$ cat src/design/ladder_dac_pkg.sv
package ladder_dac_pkg;
    // Register word offsets (byte addresses, one aligned word each)
    localparam logic [3:0] control_offset = 4'h0;
    localparam logic [3:0] level_offset = 4'h4;
    localparam logic [3:0] pin_status_offset = 4'h8;
    // Field positions in the control register
    localparam int enable_bit = 7;
    localparam int pin1_oe_bit = 5;
    localparam int pin2_oe_bit = 4;
    localparam int pss_hi_bit = 3;
    localparam int pss_lo_bit = 2;
    localparam int nss_bit = 0;
    // Writable masks
    localparam logic [7:0] control_write_mask = 8'hbc;
    localparam logic [7:0] level_write_mask = 8'h1f;
    // Reset values
    localparam logic [7:0] control_reset = 8'h00;
    localparam logic [7:0] level_reset = 8'h00;
    // Level code width and level count
    localparam int level_width = 5;
    localparam int level_count = 32;
    // Positive source encodings
    typedef enum logic [1:0] {
        src_supply = 2'b00,
        src_ext_pin = 2'b01,
        src_fixed = 2'b10,
        src_reserved = 2'b11
    } source_sel_t;
endpackage

$ cat src/design/pin_override_if.sv
// Control from the register core to one reference pad override
interface pin_override_if;
    logic route_enable; // Reference routed to this pad
    logic pad_in; // Raw digital pad input level
    logic read_value; // Value software sees for the pad
    logic drv_override; // Digital output driver disabled
    logic thr_override; // Input threshold detector disabled
    logic pullup_disable; // Weak pull-up off
    logic ccd_disable; // Current-controlled drive off
    modport core (output route_enable, output pad_in, input read_value, input drv_override,
        input thr_override, input pullup_disable, input ccd_disable);
    modport pad (input route_enable, input pad_in, output read_value, output drv_override,
        output thr_override, output pullup_disable, output ccd_disable);
endinterface

$ cat src/design/pin_override.sv
// One pad overridden while it carries the analog reference
module pin_override (
    input wire logic clk,
    input wire logic sys_rst,
    pin_override_if.pad po
);
    // Registered so top outputs come straight from flops
    always_ff @(posedge clk) begin
        if (sys_rst) begin
            po.drv_override <= 1'b0;
            po.thr_override <= 1'b0;
            po.pullup_disable <= 1'b0;
            po.ccd_disable <= 1'b0;
            po.read_value <= 1'b0;
        end else begin
            po.drv_override <= po.route_enable; // see [RQ6]
            po.thr_override <= po.route_enable; // see [RQ6]
            po.pullup_disable <= po.route_enable; // see [RQ6]
            po.ccd_disable <= po.route_enable; // see [RQ6]
            // Analog pad reads zero whatever its voltage
            po.read_value <= po.route_enable ? 1'b0 : po.pad_in; // see [RQ7]
        end
    end
endmodule // pin_override

$ cat src/design/ladder_dac_control_regs.sv
// Behaviour
// [RQ1] Converter powered only while enable bit set
// [RQ2] Five-bit level code gives 32 levels
// [RQ3] Level code drives ladder tap directly
// [RQ4] Bits 5,4 route reference to pins
// [RQ5] Source select: supply, pin, fixed, reserved
// [RQ6] Routed pin: digital functions overridden
// [RQ7] Routed pin reads as zero
// [RQ8] Reset clears enable, routes, level code
// [RQ9] Sleep and wake leave control unchanged
// [RQ10] Negative source bit always reads zero
// [RQ11] Bits 6 and 1 read zero
// [RQ12] Writes update controls next edge
module ladder_dac_control_regs
    import ladder_dac_pkg::*;
(
    input wire logic clk,
    input wire logic sys_rst,
    input wire logic [31:0] wb_adr_i,
    input wire logic [31:0] wb_dat_i,
    output logic [31:0] wb_dat_o,
    input wire logic wb_we_i,
    input wire logic [3:0] wb_sel_i,
    input wire logic wb_cyc_i,
    input wire logic wb_stb_i,
    output logic wb_ack_o,
    input wire logic sleep_i,
    input wire logic pin1_pad_in,
    input wire logic pin2_pad_in,
    output logic converter_power,
    output logic [4:0] ladder_tap,
    output logic source_supply_sw,
    output logic source_ext_pin_sw,
    output logic source_fixed_sw,
    output logic negative_ground_sw,
    output logic reference_out_pin1,
    output logic reference_out_pin2,
    output logic pin1_read_value,
    output logic pin2_read_value,
    output logic pin1_drv_override,
    output logic pin1_thr_override,
    output logic pin1_pullup_disable,
    output logic pin1_ccd_disable,
    output logic pin2_drv_override,
    output logic pin2_thr_override,
    output logic pin2_pullup_disable,
    output logic pin2_ccd_disable
);
    // Stored fields
    logic converter_enable; // Enable bit
    logic pin1_output_enable; // Route to pin 1
    logic pin2_output_enable; // Route to pin 2
    logic [1:0] positive_source_select; // Positive ladder end
    logic [level_width-1:0] level_code; // Ladder tap code
    // Bus decode
    logic access; // Live request this cycle
    logic write_strobe; // Write committed this cycle
    logic [3:0] word_addr; // Low address bits
    logic [7:0] control_view; // Control register as read
    logic [7:0] level_view; // Level register as read
    logic [7:0] pin_view; // Pad read status
    logic [7:0] wdata; // Low byte of write data

    pin_override_if pad1 ();
    pin_override_if pad2 ();

    assign word_addr = wb_adr_i[3:0];
    // Answer only on a fresh request, so ack falls after one cycle
    assign access = wb_cyc_i && wb_stb_i && !wb_ack_o;
    assign write_strobe = access && wb_we_i && wb_sel_i[0];
    assign wdata = wb_dat_i[7:0];

    // Read views: unimplemented and negative-source bits forced zero
    always_comb begin
        control_view = 8'h00;
        control_view[enable_bit] = converter_enable;
        control_view[pin1_oe_bit] = pin1_output_enable;
        control_view[pin2_oe_bit] = pin2_output_enable;
        control_view[pss_hi_bit:pss_lo_bit] = positive_source_select;
        control_view[nss_bit] = 1'b0; // see [RQ10] see [RQ11]
        level_view = {3'b000, level_code};
        pin_view = {6'h00, pin2_read_value, pin1_read_value};
    end

    // Ack one cycle after the request, single-cycle pulse
    always_ff @(posedge clk) begin
        if (sys_rst) begin
            wb_ack_o <= 1'b0;
        end else begin
            wb_ack_o <= access;
        end
    end

    // Read data mux; unmapped offsets read zero
    always_ff @(posedge clk) begin
        if (sys_rst) begin
            wb_dat_o <= 32'h0000_0000;
        end else if (access && !wb_we_i) begin
            case (word_addr)
                control_offset: wb_dat_o <= {24'h000000, control_view};
                level_offset: wb_dat_o <= {24'h000000, level_view};
                pin_status_offset: wb_dat_o <= {24'h000000, pin_view};
                default: wb_dat_o <= 32'h0000_0000;
            endcase
        end
    end

    // Control register; sleep does not touch it
    always_ff @(posedge clk) begin
        if (sys_rst) begin
            converter_enable <= control_reset[enable_bit]; // see [RQ8]
            pin1_output_enable <= control_reset[pin1_oe_bit]; // see [RQ8]
            pin2_output_enable <= control_reset[pin2_oe_bit]; // see [RQ8]
            positive_source_select <= control_reset[pss_hi_bit:pss_lo_bit];
        end else if (write_strobe && word_addr == control_offset) begin
            // Masked bits 6,1,0 are simply not stored
            converter_enable <= wdata[enable_bit] & control_write_mask[enable_bit]; // see [RQ12]
            pin1_output_enable <= wdata[pin1_oe_bit]; // see [RQ4]
            pin2_output_enable <= wdata[pin2_oe_bit]; // see [RQ4]
            positive_source_select <= wdata[pss_hi_bit:pss_lo_bit]; // see [RQ5]
        end
    end

    // Level register
    always_ff @(posedge clk) begin
        if (sys_rst) begin
            level_code <= level_reset[level_width-1:0]; // see [RQ8]
        end else if (write_strobe && word_addr == level_offset) begin
            level_code <= wdata[level_width-1:0] & level_write_mask[level_width-1:0]; // see [RQ2]
        end
    end

    // Analog controls; no sleep term, converter keeps running asleep
    always_ff @(posedge clk) begin
        if (sys_rst) begin
            converter_power <= 1'b0;
            ladder_tap <= 5'h00;
            source_supply_sw <= 1'b0;
            source_ext_pin_sw <= 1'b0;
            source_fixed_sw <= 1'b0;
            negative_ground_sw <= 1'b0;
            reference_out_pin1 <= 1'b0;
            reference_out_pin2 <= 1'b0;
        end else begin
            converter_power <= converter_enable; // see [RQ1] see [RQ9]
            ladder_tap <= level_code; // see [RQ3]
            // Reserved code closes no switch, so no sources short together
            source_supply_sw <= converter_enable && positive_source_select == src_supply; // see [RQ5]
            source_ext_pin_sw <= converter_enable && positive_source_select == src_ext_pin; // see [RQ5]
            source_fixed_sw <= converter_enable && positive_source_select == src_fixed; // see [RQ5]
            negative_ground_sw <= converter_enable; // see [RQ10]
            reference_out_pin1 <= pin1_output_enable; // see [RQ4]
            reference_out_pin2 <= pin2_output_enable; // see [RQ4]
        end
    end

    // Pad override wiring
    assign pad1.route_enable = pin1_output_enable;
    assign pad1.pad_in = pin1_pad_in;
    assign pad2.route_enable = pin2_output_enable;
    assign pad2.pad_in = pin2_pad_in;
    assign pin1_read_value = pad1.read_value;
    assign pin1_drv_override = pad1.drv_override;
    assign pin1_thr_override = pad1.thr_override;
    assign pin1_pullup_disable = pad1.pullup_disable;
    assign pin1_ccd_disable = pad1.ccd_disable;
    assign pin2_read_value = pad2.read_value;
    assign pin2_drv_override = pad2.drv_override;
    assign pin2_thr_override = pad2.thr_override;
    assign pin2_pullup_disable = pad2.pullup_disable;
    assign pin2_ccd_disable = pad2.ccd_disable;

    pin_override u_pad1 (.clk(clk), .sys_rst(sys_rst), .po(pad1.pad)); // see [RQ6]
    pin_override u_pad2 (.clk(clk), .sys_rst(sys_rst), .po(pad2.pad)); // see [RQ6]
endmodule // ladder_dac_control_regs

$ cat config.mk
export PLATFORM = sky130hd
export DESIGN_NAME = ladder_dac_control_regs
export DESIGN_NICKNAME = d
export VERILOG_FILES = /design/src/design/ladder_dac_pkg.sv /design/src/design/pin_override_if.sv /design/src/design/pin_override.sv /design/src/design/ladder_dac_control_regs.sv
export SDC_FILE = /design/constraint.sdc
export NUM_CORES = 1
export LEC_CHECK = 0
export BUFFER_PORTS_ARGS = -buffer_cell sky130_fd_sc_hd__buf_2
export CAP_MARGIN = 10
export CORE_MARGIN = 2
export CORE_UTILIZATION = 40
export DETAILED_ROUTE_END_ITERATION = 8
export GPL_ROUTABILITY_DRIVEN = 0
export PLACE_DENSITY = 0.93
export SLEW_MARGIN = 20
export SYNTH_ARGS = -nofsm -noshare
export SYNTH_HDL_FRONTEND = slang
export SYNTH_SLANG_ARGS = --single-unit
export TNS_END_PERCENT = 10
$ cat constraint.sdc
create_clock -name clk -period 3.3 [get_ports clk]
set_input_delay 0.165 -clock clk [delete_from_list [all_inputs] [get_ports clk]]
set_output_delay 0.165 -clock clk [all_outputs]
set_load 0.005 [all_outputs]
Word-level counts from Yosys, hierarchy flattened
Cells that the tools add are included.
- register bits: 56
- latch bits: 0
- memory bits (writable): 0
- memory bits (read-only): 0
- bits of input ports: 76
- memories kept: 0
- add/subtract/negate cells: 0
- multipliers: 0
- div/mod/pow operators: 0
- order comparisons: 0
- eq/ne operators: 4
- shifts and indexed selects: 0
- multiplexer cells: 1
- bitwise logic cells: 0
- reduce and logical (&&, ||, !) cells: 16
- operator list (cell ; number):
    $pmux 8 s3 ; 1
    $logic_and 1x1->1 ; 10
    $eq 4x3->1 const B ; 1
    $eq 4x4->1 const B ; 1
    $logic_not 4->1 ; 1
    $reduce_or 2->1 ; 2
    $eq 2x1->1 const B ; 1
    $eq 2x2->1 const B ; 1
    $logic_not 1->1 ; 2
    $logic_not 2->1 ; 1

Logic depth before layout (Yosys ltp)
- depth in word-level cells: 5
- gate-level depth with buffers: 4

By module
From an unflattened synthesis, not the netlist that was laid out.
- cells, all modules: 145
- area, all modules: 1468.9 µm²
- modules (own cells, without submodules) (module ; times used ; cells an instance ; area an instance (µm²)):
    ladder_dac_control_regs ; 1 ; 131 ; 1306.3
    pin_override ; 2 ; 7 ; 81.3

Worst setup path before layout
No wires, ideal clock.
- path type: input-to-reg
- start point: in wb_adr_i[2]
- end point: reg pin1_output_enable (netlist: pad1.route_enable)
- library setup time: 0.121 ns
- arrival: 1.418 ns
- required time: 3.179 ns
- setup slack: 1.760 ns
- stages on the path: 4
- path buffers: 1
- cells stage by stage: buf_6 > or4_4 > nor3_4 > mux2_4
- word-level cells in the longest chain between the ends: 2
- ends and longest elaborated chain (what ; line ; source):
    start, declared ; ladder_dac_control_regs.sv:19 ; input wire logic [31:0] wb_adr_i,
    $logic_not 4->1 ; ladder_dac_control_regs.sv:115 ; end else if (write_strobe && word_addr == control_offset) begin
    $logic_and 1x1->1 ; ladder_dac_control_regs.sv:115 ;
    end signal, assigned ; ladder_dac_control_regs.sv:112 ; pin1_output_enable <= control_reset[pin1_oe_bit];
    end signal, assigned ; ladder_dac_control_regs.sv:118 ; pin1_output_enable <= wdata[pin1_oe_bit];
    end, declared ; ladder_dac_control_regs.sv:51 ; logic pin1_output_enable;
Every way passes these cells.
A chain may end at the register's enable or synchronous reset.

Worst setup path after layout
- start point: reg wb_ack_o
- end point: reg level_code[0]
- word-level cells in the longest chain between the ends: 5
- ends and longest elaborated chain (what ; line ; source):
    start, declared ; ladder_dac_control_regs.sv:26 ; output logic wb_ack_o,
    start signal, assigned ; ladder_dac_control_regs.sv:90 ; wb_ack_o <= access;
    $logic_not 1->1 ; ladder_dac_control_regs.sv:69 ; assign access = wb_cyc_i && wb_stb_i && !wb_ack_o;
    $logic_and 1x1->1 ; ladder_dac_control_regs.sv:69 ;
    $logic_and 1x1->1 (2 in series) ; ladder_dac_control_regs.sv:70 ; assign write_strobe = access && wb_we_i && wb_sel_i[0];
    $logic_and 1x1->1 ; ladder_dac_control_regs.sv:128 ; end else if (write_strobe && word_addr == level_offset) begin
    end signal, assigned ; ladder_dac_control_regs.sv:127 ; level_code <= level_reset[level_width-1:0];
    end signal, assigned ; ladder_dac_control_regs.sv:129 ; level_code <= wdata[level_width-1:0] & level_write_mask[level_width-1:0];
    end, declared ; ladder_dac_control_regs.sv:54 ; logic [level_width-1:0] level_code;
Every way passes these cells.

==> out/results.ini <==
[finish]
drive_above_1_share_pct = 34.6
layout_common_cells = buf_2, dfxtp_1, conb_1
syn_to_final_growth_pct = 11.3
multi_input_area_um2 = 614
fillers = 348
layout_commonest_cell = buf_2
antenna_cells = 0
layout.nets = 263
seqCellArea_um2 = 621

[place]
port_buffers = 48
post-dp-hpwl_um = 1820

[yosys]
synthArstFlopShare_pct = 0
synth.top_cell.area_share_pct = 42.8
yosysTopAreaCell = dfxtp_1
postSynthAreaPerCell_um2 = 9.92
synth-edff-count = 0
synth-seq-cells = 31
synth-main-ff-cell = dfxtp_1
synthTopCellsByArea = dfxtp_1, buf_4, nand2b_1, mux2i_1, mux2_2
synth_cells = 146
seq_area_frac_synth_pct = 42.8
ys_warn_count = 0
syn_area_um2 = 1450
synthDistinctLibCells = 30

[clock_network]
cts_tree = yes
clk_pin_slew_worst_paths_ps = 90
cts.path.max_buffers = 2
cts_hold_buf = 0
cts_buffers = 5
worstSkewPairLatency_ps = 330
htree_levels = 2
cts_resized = 0
clock-sinks = 31
root_buffer = clkbuf_4
postCtsSetupBuffers = 0

[timing]
skew_ps = 7.01
min_period_ps = 1580
setup_tns_ps = 0
hold_violations = 0
slew_headroom_pct = 60.5
clock.fmax_mhz = 634
final_max_slew_viol_count = 0
grt_setup_unrepaired = no
final-setup-viol-count = 0
worst_slew_pin_slew_ps = 587
fin_crit_sh_pct = 47.8

[route]
routedWlPerCell_um = 10.4
drtPass1Iterations = 4
via_per_inst = 4.32
drt_iter0_markers = 13
drt-total-wl_um = 2430
drc = 0
num_vias = 1010
ant_nets = 0

[global_routing]
grt_usage_pct = 13.1
antenna_found_initial = 0
grt_pass1_wl_um = 4010
grt_pass1_vias = 875
grt_overflow = 0
grt_max_degree = 30

[floorplanning]
dieWidth_um = 64.2
core-area_um2 = 3420
die-area_um2 = 4120
dieHeight_um = 64.2
fp-row-count = 21
start_util_pct = 42.4
io_pins = 131

[worst_hold_path]
worstHoldPathType = in2reg
whs_endpoint = u_pad1.po.read_value
min-delay-start = pin1_pad_in
hold_path_depth = 2

[power_and_ir_drop]
power_frac_comb_pct = 7.3
p_switching_w = 0.000149
p_leak_nw = 0.807
switching_share_pct = 23.8
clockPowerShare_pct = 32.5
p_int_w = 0.000477
p_per_area_nw_per_um2 = 389
p_total_w = 0.000627
p_seq_share_pct = 60.2
ir_worst_vdd_mv = 0.232

[critical_path]
crit_path_end_kind = flop
cp_data_arrival_time_ps = 1800
crit_chain = nand3b_1, nor3_4, mux2_2
reg2reg_depth = 3
critPathKind = reg2reg
rrSetupSlack_ps = 1720
critPathMaxFanout = 5
startpoint_type = flop
reg2reg_from = wb_ack_o
crit_path_max_incr_delay_ps = 460
reg2reg_to = level_code[0]
cp_top_family = simple AND/OR/NAND/NOR gates
crit_required_ps = 3530
critPathBufInv = 0
crit_path_top_delay_cell = nor3_4

[run]
cap_violations = 0

[run_status]
status = finished clean

## synth_stat cells, types with 2 or more instances
master	n
a21oi_1	2
buf_4	34
clkbuf_1	4
dfxtp_1	31
inv_1	6
mux2_2	5
mux2i_1	7
nand2_1	2
nand2b_1	14
nand3_1	5
nor2b_1	7
nor3_4	2
nor3b_1	5
nor4_1	2
o21ai_0	5
## flip-flops by register name, indices dropped and copies added (netlist names), 2 cells and up
signal,count
ladder_tap,5
level_code,5
positive_source_select,2
wb_dat_o,7
## per-layer routing
metal	global-route usage (%)	wire length, um
met1	15.0	1070
met2	20.4	1110
met3	6.51	232
met4	5.59	26
met5	0	0
## power groups by stage
stage	Sequential [W]	Clock (W)	Combinational, W
after floorplan	0.000386	0	0.0000498
after global placement	0.000386	0	0.0000449
after detailed placement	0.000386	0	0.0000455
after CTS	0.000377	0.000216	0.0000457
after global routing	0.000378	0.000236	0.0000527
final	0.000377	0.000204	0.0000457
## cell type report
class,instances,area share [%]
sequential,31,38.5
multi-input combinational,94,38.1
timing repair buffer,49,15.4
tap,46,3.57
clock buffer,7,2.79
inverter,6,1.40
clock inverter,1,0.310
## logic make-up (layout without fill, tap and decap cells)
kind of cell           Yosys count  in the layout  synth area share (%)
other                            1             25                 0.259
DFF                             31             31                  42.8
AOI/OAI and AO/OA               12             12                  5.35
buffers and inverters           45             63                  21.0
muxes                           13             13                  9.76
and+or+nand+nor                 44             44                  20.8
## how the worst max path moves through the flow
stage	start	to	cells past startpoint
after floorplan	wb_adr_i[2]	pad1.route_enable	4
after global placement	wb_adr_i[3]	level_code[0]	4
after detailed placement	wb_adr_i[2]	pad1.route_enable	4
after CTS	wb_ack_o	level_code[0]	3
after global routing	wb_ack_o	level_code[0]	3
final	wb_ack_o	level_code[0]	3
## metrics by stage
stage	hold slack [ps]	area, um2	worst slack, ps	cells	utilization (%)
6_report	90.6	1610	1720	234	47.2
5_1_grt	61.8	1610	1620	234	47.2
4_1_cts	77.0	1610	1700	234	47.2
3_5_place_dp	434	1560	1600	226	45.8
3_3_place_gp	428	1560	1590	226	45.8
2_1_floorplan	321	1540	1760	170	-
(Power assumes the default switching activity.)
